--- src/rtl/tscu_pkg.sv ---
/*
 * tscu_pkg: constants and carrier types for the task switch check unit.
 * assumes: included before the unit; nothing imported, every use is scoped.
 */
`default_nettype none

package tscu_pkg;

	// long-mode task state segment layout (byte offsets)
	localparam logic [7:0] TSS64_PSP_LO   = 8'h04;
	localparam logic [7:0] TSS64_PSP_HI   = 8'h1B;
	localparam logic [7:0] TSS64_ISP_LO   = 8'h24;
	localparam logic [7:0] TSS64_ISP_HI   = 8'h5B;
	localparam logic [7:0] TSS64_IOMAP_LO = 8'h66;
	localparam logic [7:0] TSS64_IOMAP_HI = 8'h67;
	localparam int         PTR_BYTES      = 8;

	// legacy task state segment save areas used by a switch
	localparam logic [7:0] TSS32_XLATE    = 8'h1C;
	localparam logic [7:0] TSS32_LDTSEL   = 8'h60;

	// task gate descriptor, upper word (byte +4) field positions
	localparam int         GATE_TYPE_LSB  = 8;
	localparam int         GATE_S_BIT     = 12;
	localparam int         GATE_DPL_LSB   = 13;
	localparam int         GATE_P_BIT     = 15;
	localparam logic [4:0] GATE_TASK_CODE = 5'b0_0101;

	// minimum segment limits
	localparam logic [31:0] LIMIT_MIN_PLAIN  = 32'h0000_0067;
	localparam logic [31:0] LIMIT_MIN_SHSTK  = 32'h0000_006B;

	// apb register map (byte addresses)
	localparam logic [11:0] REG_CTRL     = 12'h000;
	localparam logic [11:0] REG_STATUS   = 12'h004;
	localparam logic [11:0] REG_XLATE    = 12'h008;
	localparam logic [11:0] REG_LDTSEL   = 12'h00C;
	localparam logic [11:0] REG_TASKREG  = 12'h010;
	localparam logic [11:0] REG_IOMAP    = 12'h014;

	// ctrl field positions and reset value
	localparam int          CTRL_LONG    = 0;
	localparam int          CTRL_SHSTK   = 1;
	localparam int          CTRL_NT      = 2;
	localparam int          CTRL_CPL_LSB = 3;
	localparam logic [31:0] CTRL_RESET   = 32'h0000_0000;

	// where the referenced descriptor lives
	typedef enum logic [1:0] {
		TBL_GLOBAL,
		TBL_LOCAL,
		TBL_INTR
	} tscu_table_e;

	// cause of the switch attempt
	typedef enum logic [2:0] {
		SRC_CALL,
		SRC_JUMP,
		SRC_SWINT,
		SRC_EXCEPT,
		SRC_EXTINT,
		SRC_INTERRUPT_RETURN_INSTR,
		SRC_RET,
		SRC_LOADTR
	} tscu_src_e;

	// outcome reported to the core
	typedef enum logic [2:0] {
		RES_NONE,
		RES_SWITCH,
		RES_LOADED,
		RES_GP,
		RES_TS,
		RES_NP
	} tscu_res_e;

	// one switch request from the core
	typedef struct packed {
		tscu_src_e   src;
		tscu_table_e table_sel;
		logic [1:0]  sel_rpl;
		logic [31:0] desc_hi;     // byte +4 word of referenced descriptor
		logic [15:0] target_sel;  // tss selector (gate field or direct)
		logic [15:0] link_sel;    // current task link field
		logic [31:0] tgt_limit;
		logic [1:0]  tgt_dpl;
	} tscu_req_s;

	// answer to the core
	typedef struct packed {
		tscu_res_e   result;
		logic [15:0] new_sel;
		logic [7:0]  save_off;    // where outgoing state is written
	} tscu_rsp_s;

endpackage : tscu_pkg

`default_nettype wire

--- src/rtl/tscu_check_unit.sv ---
/*
 * tscu_check_unit: decides whether a task switch may proceed and which
 * fault it raises, keeps the task register and per-task translation base
 * and local table selector, and exposes them over apb.
 * assumes: the core presents one request as a one-cycle valid pulse with
 * the referenced descriptor already fetched; memory moves are the core's.
 */
// Local design decisions: the address map and the APB register port.
`timescale 1ns/10ps
`default_nettype none

module tscu_check_unit (
	// clock and reset
	input  wire logic                clk_sys_i,
	input  wire logic                rst_b_i,
	// apb slave
	input  wire logic                psel_i,
	input  wire logic                penable_i,
	input  wire logic                pwrite_i,
	input  wire logic [11:0]         paddr_i,
	input  wire logic [31:0]         pwdata_i,
	output logic      [31:0]         prdata_o,
	output logic                     pready_o,
	output logic                     pslverr_o,
	// switch request from the core
	input  wire logic                req_valid_i,
	input  wire tscu_pkg::tscu_req_s req_i,
	input  wire logic [31:0]         new_xlate_i,
	input  wire logic [15:0]         new_ldtsel_i,
	// answer to the core
	output logic                     rsp_valid_o,
	output tscu_pkg::tscu_rsp_s      rsp_o,
	output logic                     task_busy_o
);

	////////////////////////////////////////////////////////////////////////////
	// state
	logic [31:0] ctrl_q;
	logic [31:0] xlate_q;
	logic [15:0] ldtsel_q;
	logic [15:0] taskreg_q;
	logic        busy_q;
	logic [15:0] iomap_q;
	logic [2:0]  last_res_q;
	logic        rsp_valid_q;
	tscu_pkg::tscu_rsp_s rsp_q;

	// ctrl fields steer the checks
	wire        long_mode = ctrl_q[tscu_pkg::CTRL_LONG];
	wire        shstk_en  = ctrl_q[tscu_pkg::CTRL_SHSTK];
	wire        nt_flag   = ctrl_q[tscu_pkg::CTRL_NT];
	wire [1:0]  current_privilege_level       = ctrl_q[tscu_pkg::CTRL_CPL_LSB +: 2];

	////////////////////////////////////////////////////////////////////////////
	// descriptor decode
	wire [4:0] st_code  = {req_i.desc_hi[tscu_pkg::GATE_S_BIT],
	                       req_i.desc_hi[tscu_pkg::GATE_TYPE_LSB +: 4]};
	wire       is_gate  = (st_code == tscu_pkg::GATE_TASK_CODE);
	wire       present  = req_i.desc_hi[tscu_pkg::GATE_P_BIT];
	wire [1:0] gate_dpl = req_i.desc_hi[tscu_pkg::GATE_DPL_LSB +: 2];

	// classify the cause
	wire src_far   = (req_i.src == tscu_pkg::SRC_CALL) || (req_i.src == tscu_pkg::SRC_JUMP);
	wire src_intr  = (req_i.src == tscu_pkg::SRC_SWINT) || (req_i.src == tscu_pkg::SRC_EXCEPT)
	               || (req_i.src == tscu_pkg::SRC_EXTINT);
	wire src_interrupt_return_instr  = (req_i.src == tscu_pkg::SRC_INTERRUPT_RETURN_INSTR);
	wire src_ldtr  = (req_i.src == tscu_pkg::SRC_LOADTR);

	// does this request start a switch at all; far gates count from the global or local table, interrupt gates only from the interrupt table
	wire via_gate_far  = src_far && is_gate && (req_i.table_sel != tscu_pkg::TBL_INTR);
	wire via_tss_far   = src_far && !is_gate && (req_i.table_sel == tscu_pkg::TBL_GLOBAL);
	wire via_gate_intr = src_intr && is_gate && (req_i.table_sel == tscu_pkg::TBL_INTR);
	wire via_interrupt_return_instr      = src_interrupt_return_instr && nt_flag;
	wire wants_switch  = via_gate_far || via_tss_far || via_gate_intr || via_interrupt_return_instr;

	////////////////////////////////////////////////////////////////////////////
	// privilege check; interrupt and interrupt_return_instr paths pass unconditionally
	wire gate_priv_ok = (current_privilege_level <= gate_dpl) && (req_i.sel_rpl <= gate_dpl);
	wire tss_priv_ok  = (current_privilege_level <= req_i.tgt_dpl) && (req_i.sel_rpl <= req_i.tgt_dpl);
	wire priv_ok      = via_gate_far ? gate_priv_ok
	                  : via_tss_far  ? tss_priv_ok
	                  : 1'b1;

	// limit check depends on shadow stack enable
	wire [31:0] lim_min  = shstk_en ? tscu_pkg::LIMIT_MIN_SHSTK : tscu_pkg::LIMIT_MIN_PLAIN;
	wire        limit_ok = (req_i.tgt_limit >= lim_min);

	// a gate that is absent faults before privilege and limit are checked; only the long-mode fault outranks it
	wire gate_absent = is_gate && !present;

	// resolve one outcome; privilege outranks limit
	tscu_pkg::tscu_res_e res_d;
	always_comb begin
		res_d = tscu_pkg::RES_NONE;
		if (src_ldtr) begin
			res_d = tscu_pkg::RES_LOADED;
		end else if (req_i.src == tscu_pkg::SRC_RET) begin
			res_d = tscu_pkg::RES_NONE;
		end else if (wants_switch && long_mode) begin
			res_d = tscu_pkg::RES_GP;
		end else if (wants_switch && gate_absent && !via_interrupt_return_instr) begin
			res_d = tscu_pkg::RES_NP;
		end else if (wants_switch && !priv_ok) begin
			res_d = tscu_pkg::RES_GP;
		end else if (wants_switch && !limit_ok) begin
			res_d = tscu_pkg::RES_TS;
		end else if (wants_switch) begin
			res_d = tscu_pkg::RES_SWITCH;
		end
	end

	// selector of the incoming task
	wire [15:0] new_sel = via_interrupt_return_instr ? req_i.link_sel : req_i.target_sel;
	wire        do_switch = req_valid_i && (res_d == tscu_pkg::RES_SWITCH);
	wire        do_load   = req_valid_i && (res_d == tscu_pkg::RES_LOADED);

	// long-mode images only carry stacks and the io offset; no save area.
	// bytes 04h-5Bh hold the privileged and table stack pointers there, so
	// the core must never be pointed at that range for a register dump
	wire [7:0] save_off = long_mode ? 8'h00 : tscu_pkg::TSS32_XLATE;

	////////////////////////////////////////////////////////////////////////////
	// apb decode: single-cycle slave, unmapped reads zero with slverr
	wire apb_acc   = psel_i && penable_i;
	wire apb_wr    = apb_acc && pwrite_i;
	wire hit_ctrl  = (paddr_i == tscu_pkg::REG_CTRL);
	wire hit_stat  = (paddr_i == tscu_pkg::REG_STATUS);
	wire hit_xlate = (paddr_i == tscu_pkg::REG_XLATE);
	wire hit_ldt   = (paddr_i == tscu_pkg::REG_LDTSEL);
	wire hit_tr    = (paddr_i == tscu_pkg::REG_TASKREG);
	wire hit_iomap = (paddr_i == tscu_pkg::REG_IOMAP);
	wire mapped    = hit_ctrl || hit_stat || hit_xlate || hit_ldt || hit_tr || hit_iomap;

	logic [31:0] rdata;
	always_comb begin
		if (hit_ctrl) begin
			rdata = ctrl_q;
		end else if (hit_stat) begin
			rdata = {28'h000_0000, busy_q, last_res_q};
		end else if (hit_xlate) begin
			rdata = xlate_q;
		end else if (hit_ldt) begin
			rdata = {16'h0000, ldtsel_q};
		end else if (hit_tr) begin
			rdata = {16'h0000, taskreg_q};
		end else if (hit_iomap) begin
			rdata = {16'h0000, iomap_q};
		end else begin
			rdata = 32'h0000_0000;
		end
	end

	assign prdata_o  = apb_acc ? rdata : 32'h0000_0000;
	assign pready_o  = 1'b1;
	assign pslverr_o = apb_acc && !mapped;

	////////////////////////////////////////////////////////////////////////////
	// control register: software owns mode, shadow stack, nested flag, cpl
	always_ff @(posedge clk_sys_i or negedge rst_b_i) begin
		if (!rst_b_i) begin
			ctrl_q <= tscu_pkg::CTRL_RESET;
		end else if (apb_wr && hit_ctrl) begin
			ctrl_q <= {27'h000_0000, pwrite_i ? pwdata_i[4:0] : ctrl_q[4:0]};
		end
	end

	// io bitmap offset, 16 bits as held at bytes 66h-67h
	always_ff @(posedge clk_sys_i or negedge rst_b_i) begin
		if (!rst_b_i) begin
			iomap_q <= 16'h0000;
		end else if (apb_wr && hit_iomap) begin
			iomap_q <= pwdata_i[15:0];
		end
	end

	// per-task translation base and local table selector swap on a switch
	always_ff @(posedge clk_sys_i or negedge rst_b_i) begin
		if (!rst_b_i) begin
			xlate_q  <= 32'h0000_0000;
			ldtsel_q <= 16'h0000;
		end else if (do_switch) begin
			xlate_q  <= new_xlate_i;
			ldtsel_q <= new_ldtsel_i;
		end else if (apb_wr && hit_xlate) begin
			xlate_q  <= pwdata_i;
		end else if (apb_wr && hit_ldt) begin
			ldtsel_q <= pwdata_i[15:0];
		end
	end

	// task register and busy mark
	always_ff @(posedge clk_sys_i or negedge rst_b_i) begin
		if (!rst_b_i) begin
			taskreg_q <= 16'h0000;
			busy_q    <= 1'b0;
		end else if (do_switch || do_load) begin
			taskreg_q <= do_load ? req_i.target_sel : new_sel;
			busy_q    <= 1'b1;
		end
	end

	// answer register; a fault leaves every piece of state above untouched
	always_ff @(posedge clk_sys_i or negedge rst_b_i) begin
		if (!rst_b_i) begin
			rsp_valid_q <= 1'b0;
			rsp_q       <= '0;
			last_res_q  <= 3'h0;
		end else begin
			rsp_valid_q <= req_valid_i;
			if (req_valid_i) begin
				rsp_q.result   <= res_d;
				rsp_q.new_sel  <= new_sel;
				rsp_q.save_off <= save_off;
				last_res_q     <= res_d;
			end
		end
	end

	assign rsp_valid_o = rsp_valid_q;
	assign rsp_o       = rsp_q;
	assign task_busy_o = busy_q;

endmodule // tscu_check_unit

`default_nettype wire

--- config.mk ---
export PLATFORM = sky130hd
export DESIGN_NAME = tscu_check_unit
export DESIGN_NICKNAME = d
export VERILOG_FILES = /design/src/rtl/tscu_pkg.sv /design/src/rtl/tscu_check_unit.sv
export SDC_FILE = /design/constraint.sdc
export NUM_CORES = 1
export LEC_CHECK = 0
export BUFFER_PORTS_ARGS = -buffer_cell sky130_fd_sc_hd__buf_2
export CAP_MARGIN = 20
export CORE_ASPECT_RATIO = 0.75
export CORE_UTILIZATION = 33
export DETAILED_ROUTE_END_ITERATION = 7
export SYNTH_ARGS = -nofsm -noshare
export SYNTH_HDL_FRONTEND = slang
export SYNTH_SLANG_ARGS = --single-unit
export TNS_END_PERCENT = 5
--- constraint.sdc ---
create_clock -name clk_sys_i -period 8.35 [get_ports clk_sys_i]
set_clock_uncertainty 0.05 [all_clocks]
set_input_delay 0.4175 -clock clk_sys_i [delete_from_list [all_inputs] [get_ports clk_sys_i]]
set_output_delay 0.4175 -clock clk_sys_i [all_outputs]
set_load 0.005 [all_outputs]
==> impl_metrics.tcl <==
set metrics [dict create \
    clk_pin_slew_ps 70 \
    ys.flop_type "dfrtp_1" \
    reg2reg_slack_ps 5310 \
    synth.yosys.seq_area_share_pct 41.94 \
    cts_htree_levels 3 \
    rsz0062_at_grt "false" \
    hold_violations 2 \
    drc 0 \
    insertion_delay_ps 340 \
    yosysWarnings 0 \
    crit_arrival_ps 3310 \
    cpMaxStageDelayCell "nor2b_1" \
    ctsResizeCount 0 \
    synth.largest_area_cell "dfrtp_1" \
    multi_input_comb_area_um2 3386 \
    worstMarginPinSlew_ps 1015 \
    io_pins 266 \
    gp_congestion 0.7875 \
    synth_most_common_cell "dfrtp_1" \
    cts_setup_buffers 0 \
    synthToLayoutAreaGrowth_pct 25.93 \
    cts_max_path_buffers 2 \
    core_area_um2 18720 \
    synth.distinct_cells 54 \
    grt_pass1_vias 5121 \
    drv_slew 0 \
    clock_sinks 107 \
    cts_tree "done" \
    firstDrtPassIters 4 \
    ir_drop_mv 0.08085 \
    fmax_mhz 264.9 \
    gr-total-overflow 0 \
    synth_seq_cells 107 \
    syn-cell-area_um2 6384 \
    synth_top_area_share_pct 41.94 \
    crit_fanout 14 \
    cts_hold_buf 0 \
    critPathKind "input port to primary output" \
    rr_worst_depth 8 \
    die_area_um2 19910 \
    wire_per_inst_um 17.81 \
    violations "negative hold slack" \
    dp_hpwl_um 13550 \
    min_period_over_period_pct 45.21 \
    drv_cap 0 \
    relSlewSlack_pct 32.11 \
    worstSetupEndpoint "prdata_o[6]" \
    die_h_um 122.5 \
    run_status "complete, but fails checks" \
    fillers 1846 \
    drt_wl_total_um 18680 \
    viasPerCell 5.025 \
    r2r-start "ctrl_q[4]" \
    grt_pass1_wl_um 28230 \
    hold_ws_ps -7.740 \
    synth_edf_count 0 \
    regArea_um2 2678 \
    cts_buffers 9 \
    synth_common_cells "dfrtp_1, nand2_1, mux2_4" \
    fin_crit_ps 3775 \
    drt_iter0_drc 316 \
    path_cells "buf_2, or4_4, or3_1, nor3b_2, buf_4, nor2b_1, a222oi_1, nor2_1, buf_2" \
    avgSynthCellArea_um2 10.97 \
    die_w_um 162.6 \
    antenna_found_initial 4 \
    p_per_area_nw_per_um2 143.9 \
    grt_use_total_pct 18.80 \
    vias 5271 \
    leakagePower_nw 4.252 \
    num-nets-final 1009 \
    setup-violations-final 0 \
    cp-end-kind "primary output" \
    hold_path_class "input port to asynchronous set/reset pin" \
    grt_max_degree 68 \
    cp.required_ps 7880 \
    crit_top_cell "buf_2" \
    cp_slowest_stage_delay_ps 820 \
    setup_tns_ps 0 \
    root_buffer "clkbuf_16" \
    async_flop_share_pct 100.0 \
    start_util_pct 34.10 \
    synth_area_leaders "dfrtp_1, mux2_4, mux2_2" \
    crit_path_start "paddr_i[9]" \
    port_buffers 235 \
    fin_util_pct 42.94 \
    final_layout_size_suffix_gt1_share_pct 48.44 \
    rr_endpoint "ldtsel_q[8]" \
    rows 43 \
    synth_cells 582 \
    ant_nets 0 \
    critPathLaunchType "input port" \
]
## per-layer routing
| layer | track usage [%] | up-vias | wire length [um] |
|---|---|---|---|
| met5 | 0 | - | 35 |
| met4 | 4.089 | 6 | 102 |
| met3 | 4.664 | 14 | 1287 |
| met2 | 30.98 | 177 | 8856 |
| met1 | 24.95 | 2555 | 8396 |
| li1 | - | 2519 | - |
## placed cells by master, fill, tap and decap left out, types with 9 or more instances in the layout
master,count
clkbuf_16,9
inv_1,25
a22o_1,11
a222oi_1,11
nand2_1,64
mux2_2,56
buf_4,9
a31oi_1,17
and2_1,17
nand3_1,21
mux2_4,60
o21ai_0,14
o221ai_1,16
ha_1,10
buf_2,234
dfrtp_1,107
nor2_1,38
## worst min-delay path by stage
stage	start	to	slack, ps	cells after the start
global route	rst_b_i	ldtsel_q[11]	20	1
CTS	rst_b_i	ldtsel_q[11]	8	1
floorplan	rst_b_i	ctrl_q[0]	70	0
detailed placement	rst_b_i	ldtsel_q[11]	400	1
global placement	rst_b_i	ldtsel_q[11]	390	1
finish	rst_b_i	ldtsel_q[11]	-8	1
## flip-flops by register name, indices dropped and copies added, names as in the netlist
signal	cells
rsp_valid_o	1
ldtsel_q	16
iomap_q	16
taskreg_q	16
ctrl_q	5
xlate_q	32
rsp_o	20
task_busy_o	1
## area by class of cell
cell class	instances	area share, %
Clock inverter	4	0.9183
Multi-Input combinational cell	409	42.12
Clock buffer	12	3.066
Tap cell	247	3.844
Timing Repair Buffer	244	15.55
Antenna cell	1	0.03113
Inverter	25	1.167
Sequential cell	107	33.31
## report_power, final
group	switching (mW)	internal (mW)
Combinational	0.0652	0.0626
Clock	0.196	0.272
Sequential	0.0197	0.541
Total	0.281	0.876
## worst max-delay path, delay by kind of cell
family	cells	cell delay (ps)
compound gates	1	220
simple gates	5	2170
buf+inv	3	490
## logic make-up after synthesis
kind of cell,after synthesis,synth area share (%)
compound gates,84,9.761
buf+inv,70,5.449
simple gates,183,14.45
other cells,2,0.1176
fa+ha+maj,10,1.960
flops,107,41.94
mux,125,26.19
xor+xnor,1,0.1372
## through the flow
stage,hold WS (ps),instances,instance area [um^2],worst slack (ps),power [mW]
2_1_floorplan,71.91,586,6399,5558,0.6140
3_3_place_gp,394.1,1030,7697,4172,0.7010
3_5_place_dp,396.2,1031,7705,4583,0.7031
4_1_cts,8.367,1047,8025,4619,1.178
5_1_grt,22.78,1048,8036,4472,1.214
6_report,-7.740,1049,8039,4575,1.157
No activity file was read; power rests on OpenSTA's default activity.
